`config.mk`:
```
export PLATFORM = sky130hd
export DESIGN_NAME = hsp_protect
export DESIGN_NICKNAME = d
export VERILOG_FILES = /design/src/pkg/hsp_pkg.sv /design/src/logic/hsp_deglitch.sv /design/src/logic/hsp_retry_timer.sv /design/src/logic/hsp_protect.sv
export SDC_FILE = /design/constraint.sdc
export NUM_CORES = 1
export LEC_CHECK = 0
export ABC_CLOCK_PERIOD_IN_PS = 5000
export BUFFER_PORTS_ARGS = -buffer_cell sky130_fd_sc_hd__buf_2
export CORE_ASPECT_RATIO = 0.6
export CORE_MARGIN = 8
export CORE_UTILIZATION = 55
export DETAILED_ROUTE_END_ITERATION = 6
export GPL_ROUTABILITY_DRIVEN = 0
export PLACE_DENSITY_LB_ADDON = 0.1
export SYNTH_ARGS = -nofsm -noshare
export SYNTH_HDL_FRONTEND = slang
export SYNTH_SLANG_ARGS = --single-unit
export TNS_END_PERCENT = 20
```
`constraint.sdc`:
```
create_clock -name core_clk -period 5 [get_ports core_clk]
set_clock_uncertainty 0.15 [all_clocks]
set_input_delay 1 -clock core_clk [delete_from_list [all_inputs] [get_ports core_clk]]
set_output_delay 1 -clock core_clk [all_outputs]
set_load 0.03 [all_outputs]
```
`src/pkg/hsp_pkg.sv`:
```
// Shared constants and types for the high-side on-state fault protection logic
package hsp_pkg;

   // Channel count and timer width
   localparam int unsigned CH_COUNT = 4;
   localparam int unsigned CNT_W    = 16;
   localparam int unsigned STAT_W   = 2 * CH_COUNT;

   // Core clock period, in ns
   localparam int unsigned CLK_PERIOD_NS = 50;

   // Default deglitch and retry counts, in core clock cycles
   localparam logic [CNT_W-1:0] OC_CYCLES_DEF    = 16'h0010;
   localparam logic [CNT_W-1:0] STG_CYCLES_DEF   = 16'h0004;
   localparam logic [CNT_W-1:0] RETRY_CYCLES_DEF = 16'h0800;

   // Unit values for counters and limits
   localparam logic [CNT_W-1:0] CNT_ZERO = 16'h0000;
   localparam logic [CNT_W-1:0] CNT_ONE  = 16'h0001;
   localparam logic [CNT_W-1:0] CNT_MAX  = 16'hffff;

   // Two-bit fault codes per channel
   localparam logic [1:0] FAULT_NONE = 2'h0;
   localparam logic [1:0] FAULT_OC   = 2'h1;
   localparam logic [1:0] FAULT_STG  = 2'h3;

   // Reset values of the fault flag and gate outputs and of the chip select history register
   localparam logic FLT_N_RST = 1'b1;
   localparam logic CS_N_RST  = 1'b1;
   localparam logic GATE_RST  = 1'b0;

   // Per-channel drive state
   typedef enum logic [1:0] {
      CH_IDLE    = 2'b00,
      CH_DRIVE   = 2'b01,
      CH_LATCHED = 2'b10,
      CH_RETRY   = 2'b11
   } hsp_ch_state_type;

   // Shared retry timer state
   typedef enum logic [0:0] {
      RT_IDLE = 1'b0,
      RT_RUN  = 1'b1
   } hsp_rt_state_type;

endpackage

```
`src/logic/hsp_deglitch.sv`:
```
// Per-channel on-state deglitch timer with over-current and short-to-ground limits
`timescale 1ns/1ns
module hsp_deglitch (
   // Clock and reset
   input  wire logic                     core_clk,
   input  wire logic                     rst,
   // Timer control
   input  wire logic                     run,
   input  wire logic                     short_active,
   input  wire logic [hsp_pkg::CNT_W-1:0] oc_limit,
   input  wire logic [hsp_pkg::CNT_W-1:0] stg_limit,
   // Expiry, combinational from the count register
   output logic                          hit
);

   logic [hsp_pkg::CNT_W-1:0] count_reg;
   logic [hsp_pkg::CNT_W-1:0] count_next;
   logic [hsp_pkg::CNT_W-1:0] limit;
   logic [hsp_pkg::CNT_W:0]   count_plus;

   // Limit selection and expiry; a zero limit acts as one cycle
   always_comb begin
      limit = short_active ? stg_limit : oc_limit;
      if (limit == hsp_pkg::CNT_ZERO) begin
         limit = hsp_pkg::CNT_ONE;
      end
      count_plus = {1'b0, count_reg} + {1'b0, hsp_pkg::CNT_ONE};
      // Compare with >= so a short seen after the stg time fires at once
      hit = run && (count_plus >= {1'b0, limit});
      count_next = hsp_pkg::CNT_ZERO;
      if (run) begin
         count_next = (count_reg == hsp_pkg::CNT_MAX) ? count_reg : count_plus[hsp_pkg::CNT_W-1:0];
      end
   end

   // Count register
   always_ff @(posedge core_clk) begin
      if (rst) begin
         count_reg <= hsp_pkg::CNT_ZERO;
      end else begin
         count_reg <= count_next;
      end
   end

endmodule

```
`src/logic/hsp_retry_timer.sv`:
```
// Single auto-retry timer shared by all channels
`timescale 1ns/1ns
module hsp_retry_timer (
   // Clock and reset
   input  wire logic                     core_clk,
   input  wire logic                     rst,
   // Control
   input  wire logic                     start,
   input  wire logic [hsp_pkg::CNT_W-1:0] retry_cycles,
   // Status
   output logic                          busy,
   output logic                          done
);

   hsp_pkg::hsp_rt_state_type state_reg;
   hsp_pkg::hsp_rt_state_type state_next;
   logic [hsp_pkg::CNT_W-1:0] count_reg;
   logic [hsp_pkg::CNT_W-1:0] count_next;
   logic                      done_reg;
   logic                      done_next;
   logic [hsp_pkg::CNT_W:0]   count_plus;

   // A start while running is ignored: the first faulting channel sets the pace
   always_comb begin
      state_next = state_reg;
      count_next = count_reg;
      done_next  = 1'b0;
      count_plus = {1'b0, count_reg} + {1'b0, hsp_pkg::CNT_ONE};
      case (state_reg)
         hsp_pkg::RT_IDLE: begin
            if (start) begin
               state_next = hsp_pkg::RT_RUN;
               // Start edge counts as the first delay cycle, so the gate stays off exactly the delay
               count_next = hsp_pkg::CNT_ONE;
            end
         end
         hsp_pkg::RT_RUN: begin
            count_next = count_plus[hsp_pkg::CNT_W-1:0];
            if (count_plus >= {1'b0, retry_cycles}) begin
               state_next = hsp_pkg::RT_IDLE;
               done_next  = 1'b1;
            end
         end
         default: begin
            state_next = hsp_pkg::RT_IDLE;
         end
      endcase
   end

   // State registers
   always_ff @(posedge core_clk) begin
      if (rst) begin
         state_reg <= hsp_pkg::RT_IDLE;
         count_reg <= hsp_pkg::CNT_ZERO;
         done_reg  <= 1'b0;
      end else begin
         state_reg <= state_next;
         count_reg <= count_next;
         done_reg  <= done_next;
      end
   end

   assign busy = (state_reg == hsp_pkg::RT_RUN);
   assign done = done_reg;

endmodule

```
`src/logic/hsp_protect.sv`:
```
// Four-channel high-side on-state over-current and short-to-ground protection
`timescale 1ns/1ns
module hsp_protect (
   // Clock and reset
   input  wire logic                          core_clk,
   input  wire logic                          rst,
   // Channel commands
   input  wire logic [hsp_pkg::CH_COUNT-1:0]  parallel_channel_input,
   input  wire logic [hsp_pkg::CH_COUNT-1:0]  serial_control_in,
   input  wire logic                          auto_retry_enable,
   input  wire logic                          cs_n,
   // Analog comparator results
   input  wire logic [hsp_pkg::CH_COUNT-1:0]  overcurrent_detect,
   input  wire logic [hsp_pkg::CH_COUNT-1:0]  short_ground_detect,
   // Timing configuration, in core clock cycles
   input  wire logic [hsp_pkg::CNT_W-1:0]     overcurrent_deglitch_cycles,
   input  wire logic [hsp_pkg::CNT_W-1:0]     short_ground_deglitch_cycles,
   input  wire logic [hsp_pkg::CNT_W-1:0]     retry_delay_cycles,
   // Gate and threshold control
   output logic      [hsp_pkg::CH_COUNT-1:0]  gate_drive_out,
   output logic      [hsp_pkg::CH_COUNT-1:0]  threshold_restart,
   // Fault reporting
   output logic                               fault_interrupt_n,
   output logic      [hsp_pkg::STAT_W-1:0]    fault_status
);

   // Cross-channel signals
   logic [hsp_pkg::CH_COUNT-1:0] ch_hit;
   logic [hsp_pkg::CH_COUNT-1:0] ch_retry_req;
   logic                         retry_start;
   logic                         retry_busy;
   logic                         retry_done;
   logic                         cs_prev_reg;
   logic                         cs_prev_next;
   logic                         cs_fall;
   logic                         flt_n_reg;
   logic                         flt_n_next;

   // Chip select edge detect; cs_n is taken as synchronous to core_clk
   always_comb begin
      cs_prev_next = cs_n;
      cs_fall      = cs_prev_reg && !cs_n;
   end

   // Fault interrupt: any new fault wins over a clear in the same cycle
   always_comb begin
      flt_n_next = flt_n_reg;
      if (cs_fall) begin
         flt_n_next = 1'b1;
      end
      if (|ch_hit) begin
         flt_n_next = 1'b0;
      end
   end

   // Global registers
   always_ff @(posedge core_clk) begin
      if (rst) begin
         cs_prev_reg <= hsp_pkg::CS_N_RST;
         flt_n_reg   <= hsp_pkg::FLT_N_RST;
      end else begin
         cs_prev_reg <= cs_prev_next;
         flt_n_reg   <= flt_n_next;
      end
   end

   assign fault_interrupt_n = flt_n_reg;

   // Start the shared timer on any fault under retry; ignored while it runs
   assign retry_start = |ch_retry_req;

   hsp_retry_timer u_retry (
      .core_clk     (core_clk),
      .rst          (rst),
      .start        (retry_start),
      .retry_cycles (retry_delay_cycles),
      .busy         (retry_busy),
      .done         (retry_done)
   );

   // Per-channel command, gate state, deglitch and status
   for (genvar ch = 0; ch < hsp_pkg::CH_COUNT; ch++) begin : g_ch
      hsp_pkg::hsp_ch_state_type state_reg;
      hsp_pkg::hsp_ch_state_type state_next;
      logic                      cmd_on;
      logic                      cmd_prev_reg;
      logic                      gate_reg;
      logic                      gate_next;
      logic                      restart_reg;
      logic                      restart_next;
      logic [1:0]                stat_reg;
      logic [1:0]                stat_next;
      logic                      run;
      logic                      short_active;
      logic                      hit;

      // Command is on when either source asks for it
      assign cmd_on = parallel_channel_input[ch] || serial_control_in[ch];

      // Timer runs only while the gate is driven and over-current is seen
      assign run          = gate_reg && overcurrent_detect[ch];
      // Short only counts while driving; it shortens the limit, never starts the timer
      assign short_active = gate_reg && short_ground_detect[ch];

      hsp_deglitch u_deglitch (
         .core_clk     (core_clk),
         .rst          (rst),
         .run          (run),
         .short_active (short_active),
         .oc_limit     (overcurrent_deglitch_cycles),
         .stg_limit    (short_ground_deglitch_cycles),
         .hit          (hit)
      );

      assign ch_hit[ch]       = hit;
      assign ch_retry_req[ch] = hit && auto_retry_enable && !retry_busy;

      // Drive state machine
      always_comb begin
         state_next = state_reg;
         case (state_reg)
            hsp_pkg::CH_IDLE: begin
               if (cmd_on) begin
                  state_next = hsp_pkg::CH_DRIVE;
               end
            end
            hsp_pkg::CH_DRIVE: begin
               if (!cmd_on) begin
                  state_next = hsp_pkg::CH_IDLE;
               end else if (hit && auto_retry_enable) begin
                  state_next = hsp_pkg::CH_RETRY;
               end else if (hit) begin
                  state_next = hsp_pkg::CH_LATCHED;
               end
            end
            hsp_pkg::CH_LATCHED: begin
               // Only an off command frees it; turning on again re-tests the load
               if (!cmd_on) begin
                  state_next = hsp_pkg::CH_IDLE;
               end
            end
            hsp_pkg::CH_RETRY: begin
               if (!cmd_on) begin
                  state_next = hsp_pkg::CH_IDLE;
               end else if (retry_done) begin
                  // Gate back on for one deglitch window: low duty while the fault stays
                  state_next = hsp_pkg::CH_DRIVE;
               end
            end
            default: begin
               state_next = hsp_pkg::CH_IDLE;
            end
         endcase
      end

      // Gate, threshold restart pulse and fault code
      always_comb begin
         gate_next    = (state_next == hsp_pkg::CH_DRIVE);
         restart_next = cmd_on && !cmd_prev_reg;
         stat_next    = stat_reg;
         if (cs_fall) begin
            stat_next = hsp_pkg::FAULT_NONE;
         end
         if (hit) begin
            stat_next = short_active ? hsp_pkg::FAULT_STG : hsp_pkg::FAULT_OC;
         end
      end

      // Channel registers
      always_ff @(posedge core_clk) begin
         if (rst) begin
            state_reg    <= hsp_pkg::CH_IDLE;
            cmd_prev_reg <= 1'b0;
            gate_reg     <= hsp_pkg::GATE_RST;
            restart_reg  <= 1'b0;
            stat_reg     <= hsp_pkg::FAULT_NONE;
         end else begin
            state_reg    <= state_next;
            cmd_prev_reg <= cmd_on;
            gate_reg     <= gate_next;
            restart_reg  <= restart_next;
            stat_reg     <= stat_next;
         end
      end

      assign gate_drive_out[ch]        = gate_reg;
      assign threshold_restart[ch]     = restart_reg;
      assign fault_status[2*ch+1:2*ch] = stat_reg;
   end

endmodule

```
Word-level counts from Yosys, hierarchy flattened --
Index checks and enable logic that the tools add are counted.
Word-level totals: flip-flop bits (word level) 112, bits of input ports 68, word-level logic and storage cells 177
Cells by class: add/subtract/negate cells 5, magnitude comparators 5, eq/ne operators 21, multiplexer cells 57, bitwise operators 5, reductions and logical operators 55
Operator list (count):
- $mux 16 | 9
- $add 16x1->17 const B | 5
- $ge 17x16->1 | 5
- $mux 2 | 37
- $eq 16x16->1 const B | 4
- $logic_not 16->1 | 4
- $pmux 16 s2 | 1
- $pmux 2 s4 | 4
- $logic_and 1x1->1 | 25
- $eq 2x1->1 const B | 8
- $eq 2x2->1 const B | 8
- $reduce_bool 2->1 | 5
- $reduce_or 2->1 | 5
- $logic_not 2->1 | 4
- $reduce_or 4->1 | 2
- $logic_not 1->1 | 6
- $mux 1 | 5
- $not 1->1 | 5
- $logic_or 1x1->1 | 4
- $ne 2x2->1 const B | 1
- $pmux 1 s2 | 1

Logic depth before layout (Yosys ltp) --
Gate-level depths: netlist (run 1).
word-level depth 11, depth in mapped cells 16, mapped depth without buffers 15

Hierarchy --
Synthesis (run 1) repeated with hierarchy kept, for this count alone.
Unflattened totals: cell total of the unflattened synthesis 982, area, all modules 8545.7 sq um
Modules (own cells, without submodules):
- hsp_deglitch at g_ch[0].u_deglitch ... | instances 3, cells an instance 171, area an instance 1500.2 sq um, sequential area each 320.3 sq um
- hsp_deglitch at g_ch[2].u_deglitch | instances 1, cells an instance 168, area an instance 1460.2 sq um, sequential area each 320.3 sq um
- hsp_retry_timer | instances 1, cells an instance 183, area an instance 1460.2 sq um, sequential area each 360.3 sq um
- hsp_protect | instances 1, cells an instance 118, area an instance 1124.8 sq um, sequential area each 600.6 sq um

Worst setup path after synthesis (run 1) --
OpenSTA, ideal clock, no wires.
path kind input port to flip-flop, start point input short_ground_detect[1] (netlist bit), end point register u_retry.count_reg[6] (netlist bit), library setup time 0.067 ns, data arrival time 4.175 ns, slack 0.608 ns, stages on the path 15, buffers on the path 2, cell sequence nand2_1 -> clkbuf_1 -> mux2i_1 -> nand4_1 -> or4_1 -> nand3_1 -> ha_1 -> nand2b_1 -> a21oi_1 -> o21ai_0 -> a31oi_1 -> a31oi_2 -> o31a_4 -> buf_12 -> o21ai_2
On the way: word-level cells in the longest chain between the ends 10
RTL lines:
- start, declared | line hsp_protect.sv:14 | input wire logic [hsp_pkg::CH_COUNT-1:0] short_ground_detect,
- $logic_and 1x1->1 * | line hsp_protect.sv:103 | assign short_active = gate_reg && short_ground_detect[ch];
- $mux 16 * | line hsp_deglitch.sv:23 | limit = short_active ? stg_limit : oc_limit;
- $logic_not 16->1 | line hsp_deglitch.sv:24 | if (limit == hsp_pkg::CNT_ZERO) begin
- $mux 16 * | line hsp_deglitch.sv:24
- $ge 17x16->1 * | line hsp_deglitch.sv:29 | hit = run && (count_plus >= {1'b0, limit});
- $logic_and 1x1->1 * | line hsp_deglitch.sv:29
- $logic_and 1x1->1 * (2 in a row) | line hsp_protect.sv:116 | assign ch_retry_req[ch] = hit && auto_retry_enable && !retry_busy;
- $reduce_or 4->1 * | line hsp_protect.sv:70 | assign retry_start = |ch_retry_req;
- $ne 2x2->1 (no line) *
- end signal, assigned | line hsp_retry_timer.sv:54 | count_reg <= hsp_pkg::CNT_ZERO;
- end signal, assigned | line hsp_retry_timer.sv:58 | count_reg <= count_next;
- end, declared | line hsp_retry_timer.sv:17 | logic [hsp_pkg::CNT_W-1:0] count_reg;
Every way passes the cells marked *; elsewhere a longest branch is shown, timed or not. A chain may end at the register's enable or synchronous reset.

Final worst setup path (run 1) --
start point input short_ground_detect[0] (netlist bit), end point register g_ch[0].gate_reg
On the way: word-level cells in the longest chain between the ends 11, elaborated cells on any way between the ends 12, classes of those cells order compare (1); eq/ne (1); mux (6); reduce/logical (4)
RTL lines:
- $logic_and 1x1->1 * | line hsp_protect.sv:103
- $mux 16 * | line hsp_deglitch.sv:23
- $logic_not 16->1 | line hsp_deglitch.sv:24
- $mux 16 * | line hsp_deglitch.sv:24
- $ge 17x16->1 * | line hsp_deglitch.sv:29
- $logic_and 1x1->1 * | line hsp_deglitch.sv:29
- $mux 2 or $logic_and 1x1->1 (tied branches) | line hsp_protect.sv:132, hsp_protect.sv:130
- $mux 2 * | line hsp_protect.sv:130 | end else if (hit && auto_retry_enable) begin
- $mux 2 * | line hsp_protect.sv:128 | if (!cmd_on) begin
- $pmux 2 s4 * | line hsp_protect.sv:121 | case (state_reg)
- $eq 2x1->1 * | line hsp_protect.sv:158 | gate_next = (state_next == hsp_pkg::CH_DRIVE);
- end signal, assigned | line hsp_protect.sv:174 | gate_reg <= hsp_pkg::GATE_RST;
- end signal, assigned | line hsp_protect.sv:180 | gate_reg <= gate_next;
- end, declared | line hsp_protect.sv:87 | logic gate_reg;
Marked as above.

==> results.sh, run 1 <==
export IMPL_status="complete, no violations"
export IMPL_cts_tree="yes"
export IMPL_cts_max_level=3
export IMPL_initial_utilization=0.5605
export IMPL_critPathCaptureType="flip-flop"
export IMPL_fin_tns_setup_ns=0
export IMPL_worst_slew_pin_slew_ns=0.7049
export IMPL_antenna_found_initial=0
export IMPL_finalCriticalPeriod_ns=4.238
export IMPL_path_clk_slew_ns=0.08
export IMPL_rsz0062_at_grt="no"
export IMPL_grt_pass1_vias=6244
export IMPL_yosysMostFrequentCell="dfxtp_1"
export IMPL_cts_sinks=112
export IMPL_drtIter0Drc=579
export IMPL_routed_via_density=5.666
export IMPL_diodes=0
export IMPL_largest_reg_flops=64
export IMPL_fillers=1192
export IMPL_cp_required_ns=5.06
export IMPL_max_slew_margin=0.5287
export IMPL_grt_usage=0.2264
export IMPL_io_buffers=84
export IMPL_ir_drop_mv=0.1476
export IMPL_yosysTopAreaCell="dfxtp_1"
export IMPL_via_count=6589
export IMPL_grt_max_degree=22
export IMPL_netSwitchingFraction=0.2792
export IMPL_clkPwrFrac=0.389
export IMPL_synth_edff_count=0
export IMPL_synth_cells=908
export IMPL_grt_pass1_wl_mm=32.91
export IMPL_comb_power_share=0.121
export IMPL_min_path_type="flip-flop to flip-flop"
export IMPL_syn2layout_area_growth_pct=10.91
export IMPL_leakagePower_nw=4.297
export IMPL_cts_made_buffers=9
export IMPL_synth_top_area_frac=0.2936
export IMPL_worst_setup_path_start_kind="input port"
export IMPL_synthesis_area_sq_mm=0.007637
export IMPL_fin_hold_ws_ns=0.2424
export IMPL_worst_skew_pair_late_latency_ns=0.35
export IMPL_ys_seq_elements=112
export IMPL_yosysSeqAreaShare=0.2936
export IMPL_ctsResizeCount=0
export IMPL_yosys_top_cells_count="dfxtp_1 (112), ha_1 (85), inv_1 (81)"
export IMPL_critPathKind="input port to flip-flop"
export IMPL_p_per_area_mw_per_mm2=219.8
export IMPL_arrival_ns=4.29
export IMPL_layout_nets=1136
export IMPL_fp_dieW_microns=168.1
export IMPL_drv_cap=0
export IMPL_fin_ws_ns=0.7625
export IMPL_core_area_sq_mm=0.01363
export IMPL_async_reset_ff_frac=0
export IMPL_crit_fanout=16
export IMPL_root_buffer="clkbuf_16"
export IMPL_sequentialPowerShare=0.489
export IMPL_drive_gt1_frac=0.1306
export IMPL_dp_cells=1147
export IMPL_placementRows=33
export IMPL_period_share=0.8475
export IMPL_r2r_cells=15
export IMPL_cts_setup_buffers=0
export IMPL_yosysWarnings=0
export IMPL_avgSynthCellArea_sq_um=8.411
export IMPL_p_int_mw=1.342
export IMPL_synth_nets=1061
export IMPL_drcViolationCount=0
export IMPL_drv_slew=0
export IMPL_grt_overflow=0
export IMPL_totalWireLength_mm=20.31
export IMPL_fin_cells=1163
export IMPL_switchingPower_mw=0.5199
export IMPL_postRouteAntennaNets=0
export IMPL_hpwl_mm=16.12
export IMPL_final_hold_viol_count=0
export IMPL_synthTopCellsByArea="dfxtp_1 (29%), ha_1 (14%), mux2i_1 (8.4%)"
export IMPL_synth_cell_types=59
export IMPL_cts_hold_buf=0
export IMPL_setup_viol=0
export IMPL_boundaryPins=85
export IMPL_ys_dominant_reg_cell="dfxtp_1"
export IMPL_fmax_mhz=236.0
export IMPL_route_detailed_wl_per_inst_microns=17.46
export IMPL_die_h_microns=107.3
export IMPL_clockBufferDepth=2
export IMPL_post_place_ws_ns=0.4781
export IMPL_drtPass1Iterations=5
export IMPL_die_area_sq_mm=0.01804
export IMPL_hold_path_depth=1
## worst max-delay path, stage by stage
cell and delay [ns]:
buf_2 0.12, nand2_1 0.06, buf_4 0.26, mux2i_1 0.40, nand4_1 0.15, or4_1 0.50, nand3_1 0.09, ha_1 0.23
nor2b_1 0.14, o221ai_1 0.12, o211ai_1 0.23, o211ai_1 0.23, a31o_2 0.31, a2111oi_0 0.47
## power groups by stage
stage,clock (mW),sequential (mW),combinational (mW)
6_report,0.725,0.911,0.226
5_1_grt,0.779,0.913,0.249
4_1_cts,0.740,0.911,0.222
3_5_place_dp,0,0.932,0.220
3_3_place_gp,0,0.932,0.221
2_1_floorplan,0,0.928,0.144
## cell type report
cell class	count	area, sq um	share of cell area
clock inverter	7	71.32	0.008420
inverter	81	304.0	0.03589
sequential	112	2242	0.2647
timing repair buffer	91	473.0	0.05583
tap	175	219.0	0.02585
clock buffer	9	225.2	0.02659
multi-input combinational	688	4936	0.5827
## placed cells by master (no fill, tap or decap), types with 11 or more instances in the layout
cell | Yosys | final
nor3_1 | 11 | 11
dfxtp_1 | 112 | 112
xor2_1 | 27 | 27
mux2i_1 | 64 | 64
o21ai_0 | 20 | 20
and3_1 | 13 | 13
ha_1 | 85 | 85
a21oi_1 | 79 | 79
inv_1 | 81 | 81
a21o_1 | 12 | 12
nand2_1 | 65 | 65
nand2b_1 | 13 | 13
nand4_1 | 32 | 32
xnor2_1 | 47 | 47
nor2b_1 | 16 | 16
nand3_1 | 59 | 59
buf_2 | 0 | 84
nor2_1 | 54 | 54
## final timing paths
kind | startpoint | endpoint | slack, ns
setup / recovery | short_ground_detect[0] | g_ch[0].gate_reg | 0.76
hold / removal | g_ch[1].cmd_prev_reg | g_ch[1].restart_reg | 0.24
setup reg to reg | g_ch[3].u_deglitch.count_reg[0] | u_retry.count_reg[7] | 0.89
hold reg to reg | g_ch[1].cmd_prev_reg | g_ch[1].restart_reg | 0.24
## per-layer routing
| layer | track usage | share of wire | wire, microns | vias to the layer above |
|---|---|---|---|---|
| met4 | 0.03678 | 0.0067 | 136 | 0 |
| met5 | 0 | 0 | 0 | - |
| li1 | - | - | - | 3346 |
| met2 | 0.2997 | 0.38 | 7653 | 238 |
| met3 | 0.04870 | 0.072 | 1470 | 17 |
| met1 | 0.3613 | 0.54 | 11050 | 2988 |
## stage by stage
stage	total power [mW]	util	instance area, sq um
2_1_floorplan	1.072	-	7637
3_3_place_gp	1.153	0.5999	8174
3_5_place_dp	1.152	0.5999	8174
4_1_cts	1.873	0.6217	8471
5_1_grt	1.941	0.6217	8471
6_report	1.862	0.6217	8471
## logic make-up after synthesis
logic type	synth area share
XOR/XNOR	0.08486
AND/OR/NAND/NOR	0.2023
buffers and inverters	0.06012
AO/OA/AOI/OAI	0.1360
multiplexers	0.08388
flip-flops	0.2936
adder cells (fa/ha/maj)	0.1393
No activity file was read; power rests on OpenSTA's default activity.
==> run 2, diff against run 1 <==
- ABC_AREA: unset -> 1
- ABC_CLOCK_PERIOD_IN_PS: 5000 -> 4400
- clock period: 5 -> 4.4 ns (I/O delays scaled with it)
==> run 2 against run 1 <==
- clock power increased by 19%
- count of clock-buffer cells in the layout unchanged
- flip-flop and latch count stayed put
- die area grew 7.9%
- worst hold slack improved by 0.0020 ns
- setup slack lost 0.088 ns
- register-to-register slack lost 0.22 ns
- core utilization is 0.54 points higher
- via count up 17%
- sequential power up 13%
- wire length up 5.2%
- total power up 17%
==> results.sh, run 2 <==
export IMPL_yosys_top_cells_count="nand2_1 (262), inv_1 (208), nor2_1 (140)"
export IMPL_leakagePower_nw=4.951
export IMPL_ir_drop_mv=0.2178
export IMPL_wl_met2_mm=8.663
export IMPL_core_area_sq_mm=0.01463
export IMPL_total_power_mw=2.178
export IMPL_grt_usage=0.2165
export IMPL_arrival_ns=3.85
export IMPL_grt_pass1_vias=7004
export IMPL_postLayoutCellArea_sq_mm=0.009176
export IMPL_path_clk_slew_ns=0.09
export IMPL_placementRows=34
export IMPL_ctsResizeCount=0
export IMPL_ys_seq_elements=112
export IMPL_cts_tree="yes"
export IMPL_grt_max_degree=38
export IMPL_worst_skew_pair_late_latency_ns=0.36
export IMPL_antenna_found_initial=0
export IMPL_clockBufferDepth=2
export IMPL_worst_setup_path_start_kind="flip-flop"
export IMPL_critPathLaunch="g_ch[3].u_deglitch.count_reg[0]"
export IMPL_io_buffers=84
export IMPL_largest_reg_flops=64
export IMPL_rrSetupSlack_ns=0.67
export IMPL_rsz0062_at_grt="no"
export IMPL_root_buffer="clkbuf_16"
export IMPL_critPathCaptureType="flip-flop"
export IMPL_status="complete, no violations"
export IMPL_period_share=0.8468
export IMPL_cts_setup_buffers=0
export IMPL_drv_cap=0
export IMPL_final_cell_mix="nand2_1 (262), inv_1 (208), nor2_1 (140)"
export IMPL_drtPass1Iterations=5
export IMPL_yosysTopAreaCell="dfxtp_1"
export IMPL_synthesis_area_sq_mm=0.008330
export IMPL_worst_slew_pin_slew_ns=0.7986
export IMPL_synth_cell_types=44
export IMPL_synth_nets=1398
export IMPL_fmax_mhz=268.4
export IMPL_fin_hold_ws_ns=0.2445
export IMPL_synthTopCellsByArea="dfxtp_1 (27%), ha_1 (13%), nand2_1 (12%)"
export IMPL_route_detailed_wl_per_inst_microns=14.12
export IMPL_cts_made_buffers=9
export IMPL_grt_pass1_wl_mm=35.17
export IMPL_finalCriticalPeriod_ns=3.726
export IMPL_drv_slew=0
export IMPL_via_count=7723
export IMPL_placed_area_sq_mm=0.008862
export IMPL_crit_fanout=13
export IMPL_final_hold_viol_count=0
export IMPL_die_h_microns=111.3
export IMPL_syn2layout_area_growth_pct=10.15
export IMPL_fp_dieW_microns=174.9
export IMPL_fin_tns_setup_ns=0
export IMPL_cp_required_ns=4.52
export IMPL_grt_overflow=0
export IMPL_async_reset_ff_frac=0
export IMPL_hpwl_mm=16.97
export IMPL_worstSetupEndpoint="u_retry.count_reg[2]"
export IMPL_cts_max_level=3
export IMPL_totalWireLength_mm=21.36
export IMPL_yosysSeqAreaShare=0.2691
export IMPL_yosysMostFrequentCell="nand2_1"
export IMPL_min_path_type="flip-flop to flip-flop"
export IMPL_cts_sinks=112
export IMPL_crit_reg2reg_launch="g_ch[3].u_deglitch.count_reg[0]"
export IMPL_drtIter0Drc=585
export IMPL_wl_met1_mm=11.23
export IMPL_synth_cells=1245
export IMPL_setup_viol=0
export IMPL_maxUsedRoutingLayer="met4"
export IMPL_critPathKind="flip-flop to flip-flop"
export IMPL_drive_gt1_frac=0.1255
export IMPL_drcViolationCount=0
export IMPL_postRouteAntennaNets=0
export IMPL_wl_met3_mm=1.224
export IMPL_max_slew_margin=0.4676
export IMPL_avgSynthCellArea_sq_um=6.691
export IMPL_ys_dominant_reg_cell="dfxtp_1"
export IMPL_synth_edff_count=0
export IMPL_diodes=0
export IMPL_initial_utilization=0.5693
export IMPL_die_area_sq_mm=0.01947
export IMPL_synth_top_area_frac=0.2691
export IMPL_p_per_area_mw_per_mm2=237.4
export IMPL_layout_nets=1463
export IMPL_final_common_cell="nand2_1"
export IMPL_yosysWarnings=0
export IMPL_boundaryPins=85
export IMPL_routed_via_density=5.104
export IMPL_reg2reg_to="u_retry.count_reg[2]"
export IMPL_cts_hold_buf=0
export IMPL_r2r_cells=22
## run 2: worst min-delay path by stage
stage | from | to | slack (ns) | depth (start not counted)
floorplan | g_ch[0].cmd_prev_reg | g_ch[0].restart_reg | 0.23 | 1
global placement | g_ch[0].cmd_prev_reg | g_ch[0].restart_reg | 0.23 | 1
detailed placement | g_ch[3].cmd_prev_reg | g_ch[3].restart_reg | 0.23 | 1
CTS | g_ch[3].cmd_prev_reg | g_ch[3].restart_reg | 0.25 | 1
global route | g_ch[3].cmd_prev_reg | g_ch[3].restart_reg | 0.25 | 1
finish | g_ch[3].cmd_prev_reg | g_ch[3].restart_reg | 0.24 | 1
## run 2: report_power, final
group | switching, mW | leakage (nW) | internal, mW
Combinational | 0.188 | 3.89 | 0.0948
Clock | 0.447 | 0.153 | 0.415
Sequential | 0.00824 | 0.908 | 1.02
Total | 0.643 | 4.95 | 1.53
## run 2: metal layers
layer	GRT usage	up-vias
met5	0	-
li1	-	4097
met2	0.3140	194
met4	0.05399	0
met3	0.03543	21
met1	0.3244	3411
## run 2: worst max-delay path, cell delays in order (launching register included)
cell,delay [ns]
dfxtp_1,0.42
ha_1,0.22
nand2_1,0.06
nor2_1,0.17
nand2_1,0.20
nor4_1,0.28
xor2_1,0.26
inv_1,0.08
ha_1,0.32
nand2_1,0.12
inv_1,0.05
nand2_1,0.06
nor2_1,0.04
nand2_1,0.06
nand3_1,0.06
nor2_1,0.08
nand2_1,0.05
nand2_1,0.17
nand2_2,0.13
o21ai_4,0.18
buf_4,0.25
nand3_1,0.10
a21oi_1,0.14
## run 2: layout make-up
cell class	count	area, sq um
clock buffers	9	225.2
clock inverters	7	88.84
fillers	1398	5458
inverters	213	800.8
multi-input cells	885	5114
flip-flops and latches	112	2242
well taps	198	247.7
repair buffers	89	457.9
## run 2: kinds of logic after synthesis
logic type,share of synthesized area
flops,0.2691
simple gates,0.2879
buf+inv,0.1170
fa+ha+maj,0.1277
compound gates,0.1373
xor+xnor,0.06098
## run 2: per-stage QoR
step,util,std cells,worst slack [ns]
2_1_floorplan,-,1245,0.9148
3_3_place_gp,0.6056,1497,0.4278
3_5_place_dp,0.6056,1497,0.4371
4_1_cts,0.6271,1513,0.7220
5_1_grt,0.6271,1513,0.3326
6_report,0.6271,1513,0.6740
==> run 3, diff against run 2 <==
- ABC_CLOCK_PERIOD_IN_PS: 4400 -> 3000
- clock period: 4.4 -> 3 ns (I/O delays scaled with it)
==> run 3 against run 2 <==
- the run now ends with negative setup slack left
- first-iteration DRC count increased by 7.7%
- global-route usage increased by 3.0 points
- maximum frequency increased by 18%
- via count increased by 14%
- combinational power increased by 120%
- die area unchanged
- largest cell class unchanged
- largest power group unchanged
==> results.sh, run 3 (same netlist as run 2, synthesis figures left out) <==
export IMPL_status="finished, violations left"
export IMPL_violations="negative setup slack"
export IMPL_boundaryPins=85
export IMPL_cp_required_ns=3.15
export IMPL_final_hold_viol_count=0
export IMPL_path_delay_family="simple AND/OR/NAND/NOR gates"
export IMPL_drv_cap=0
export IMPL_fmax_mhz=317.6
export IMPL_cts_made_buffers=9
export IMPL_placementRows=34
export IMPL_p_per_area_mw_per_mm2=306.8
export IMPL_hpwl_mm=18.47
export IMPL_diodes=0
export IMPL_totalWireLength_mm=25.23
export IMPL_crit_chain="ha_2 -> nand2_2 -> nor2_4 -> nand3_1 -> nor2_2 -> xor2_2 -> inv_1 -> ha_4 -> nand2_1 -> nand2_1 -> nand2_1 -> nand2_1 -> nor2_2 -> nand2_1 -> nor2_2 -> nand2_2 -> nand2_4 -> nand2_4 -> o21ai_4 -> buf_12 -> nand3_4 -> a21oi_2"
export IMPL_grt_max_degree=33
export IMPL_period_share=1.050
export IMPL_path_clk_slew_ns=0.08
export IMPL_ir_drop_mv=0.3740
export IMPL_worst_slew_pin_slew_ns=0.7280
export IMPL_drv_slew=0
export IMPL_critPathBufInv=2
export IMPL_final_common_cell="nand2_1"
export IMPL_via_count=8787
export IMPL_io_buffers=84
export IMPL_route_detailed_wl_per_inst_microns=14.93
export IMPL_cp_slowest_cell="dfxtp_2"
export IMPL_fin_ws_ns=-0.1487
export IMPL_fp_dieW_microns=174.9
export IMPL_fin_hold_ws_ns=0.2464
export IMPL_min_path_type="flip-flop to flip-flop"
export IMPL_finalCriticalPeriod_ns=3.149
export IMPL_drtIter0Drc=630
export IMPL_largest_reg_flops=64
export IMPL_die_area_sq_mm=0.01947
export IMPL_grt_overflow=0
export IMPL_fin_tns_setup_ns=-2.427
export IMPL_utilization=0.7650
export IMPL_initial_utilization=0.5693
export IMPL_grt_pass1_wl_mm=40.18
export IMPL_final_cell_mix="nand2_1 (247), inv_1 (203), buf_4 (175)"
export IMPL_drtPass1Iterations=5
export IMPL_critPathCaptureType="flip-flop"
export IMPL_drcViolationCount=0
export IMPL_cts_sinks=112
export IMPL_grt_usage=0.2463
export IMPL_dp_cells=1644
export IMPL_rsz0062_at_grt="yes"
export IMPL_arrival_ns=3.29
export IMPL_critPathKind="flip-flop to flip-flop"
export IMPL_drive_gt1_frac=0.3070
export IMPL_crit_fanout=7
export IMPL_worst_skew_pair_late_latency_ns=0.36
export IMPL_clockBufferDepth=2
export IMPL_core_area_sq_mm=0.01463
export IMPL_cts_tree="yes"
export IMPL_fin_cells=1690
export IMPL_grt_pass1_vias=8392
export IMPL_leakagePower_nw=5.988
export IMPL_crit_path_frequent_cell="nand2_1"
export IMPL_slowest_delay_ns=0.37
export IMPL_cts_max_level=3
export IMPL_routed_via_density=5.199
export IMPL_worst_setup_path_start_kind="flip-flop"
export IMPL_die_h_microns=111.3
export IMPL_layout_nets=1640
export IMPL_postRouteAntennaNets=0
export IMPL_root_buffer="clkbuf_16"
export IMPL_antenna_found_initial=0
export IMPL_setup_viol=23
export IMPL_syn2layout_area_growth_pct=34.39
export IMPL_max_slew_margin=0.5141
-- run 3: cell count changes in the layout (fill, tap and decap cells not counted), sizes merged --
cell and delta:
buf +174, bufinv +1, clkinv +1, inv -2, nand2 +3
-- run 3: worst paths after layout --
check	cells after the start	to	slack, ns	startpoint
worst max-delay path	22	u_retry.count_reg[4]	-0.15	g_ch[2].u_deglitch.count_reg[1]
worst min-delay path	1	g_ch[1].restart_reg	0.25	g_ch[1].cmd_prev_reg
worst max register to register	22	u_retry.count_reg[4]	-0.15	g_ch[2].u_deglitch.count_reg[1]
worst min register to register	1	g_ch[1].restart_reg	0.25	g_ch[1].cmd_prev_reg
-- run 3: report_power, final --
part           internal, mW  switching [mW]
clock                 0.677           0.628
sequential             1.50          0.0160
combinational         0.266           0.347
total                  2.44           0.991
-- run 3: worst reg2reg max path, stage by stage, from the launching register on --
cell     delay, ns
dfxtp_2       0.37
ha_2          0.20
nand2_2       0.09
nor2_4        0.12
nand3_1       0.12
nor2_2        0.16
xor2_2        0.18
inv_1         0.10
ha_4          0.25
nand2_1       0.06
nand2_1       0.05
nand2_1       0.05
nand2_1       0.06
nor2_2        0.10
nand2_1       0.07
nor2_2        0.09
nand2_2       0.08
nand2_4       0.10
nand2_4       0.06
o21ai_4       0.25
buf_12        0.17
nand3_4       0.06
a21oi_2       0.16
-- run 3: repair_timing --
action	4_1_cts	5_1_grt
hold buffers	0	0
resized for setup	76	70
gates cloned	2	2
pin swaps	44	46
endpoints found under the setup margin	32	38
setup buffers	20	7
-- run 3: metrics by stage --
stage	total power [mW]	area (sq um)	worst slack (ns)
after floorplan	1.844	8464	0.003065
after global placement	2.088	10050	-0.5131
after detailed placement	2.097	10050	-0.6128
after CTS	3.402	10870	-0.1988
after global routing	3.572	11200	-0.4177
final	3.435	11200	-0.1487
-- run 3: layout make-up --
cell class              count  area (sq um)
flip-flops and latches    112          2278
clock buffers               9         225.2
well taps                 198         247.7
repair buffers            263          1812
multi-input cells         888          5732
inverters                 213         800.8
clock inverters             7         100.1
fillers                  1115          3438
-- run 3: metal layers --
metal  track usage  wire length, microns  vias up
met3       0.04352                  1954       60
met1        0.3401                 11630     3955
li1              -                     -     4466
met4       0.06299                   586        0
met2        0.3909                 11050      306
met5             0                     0        -
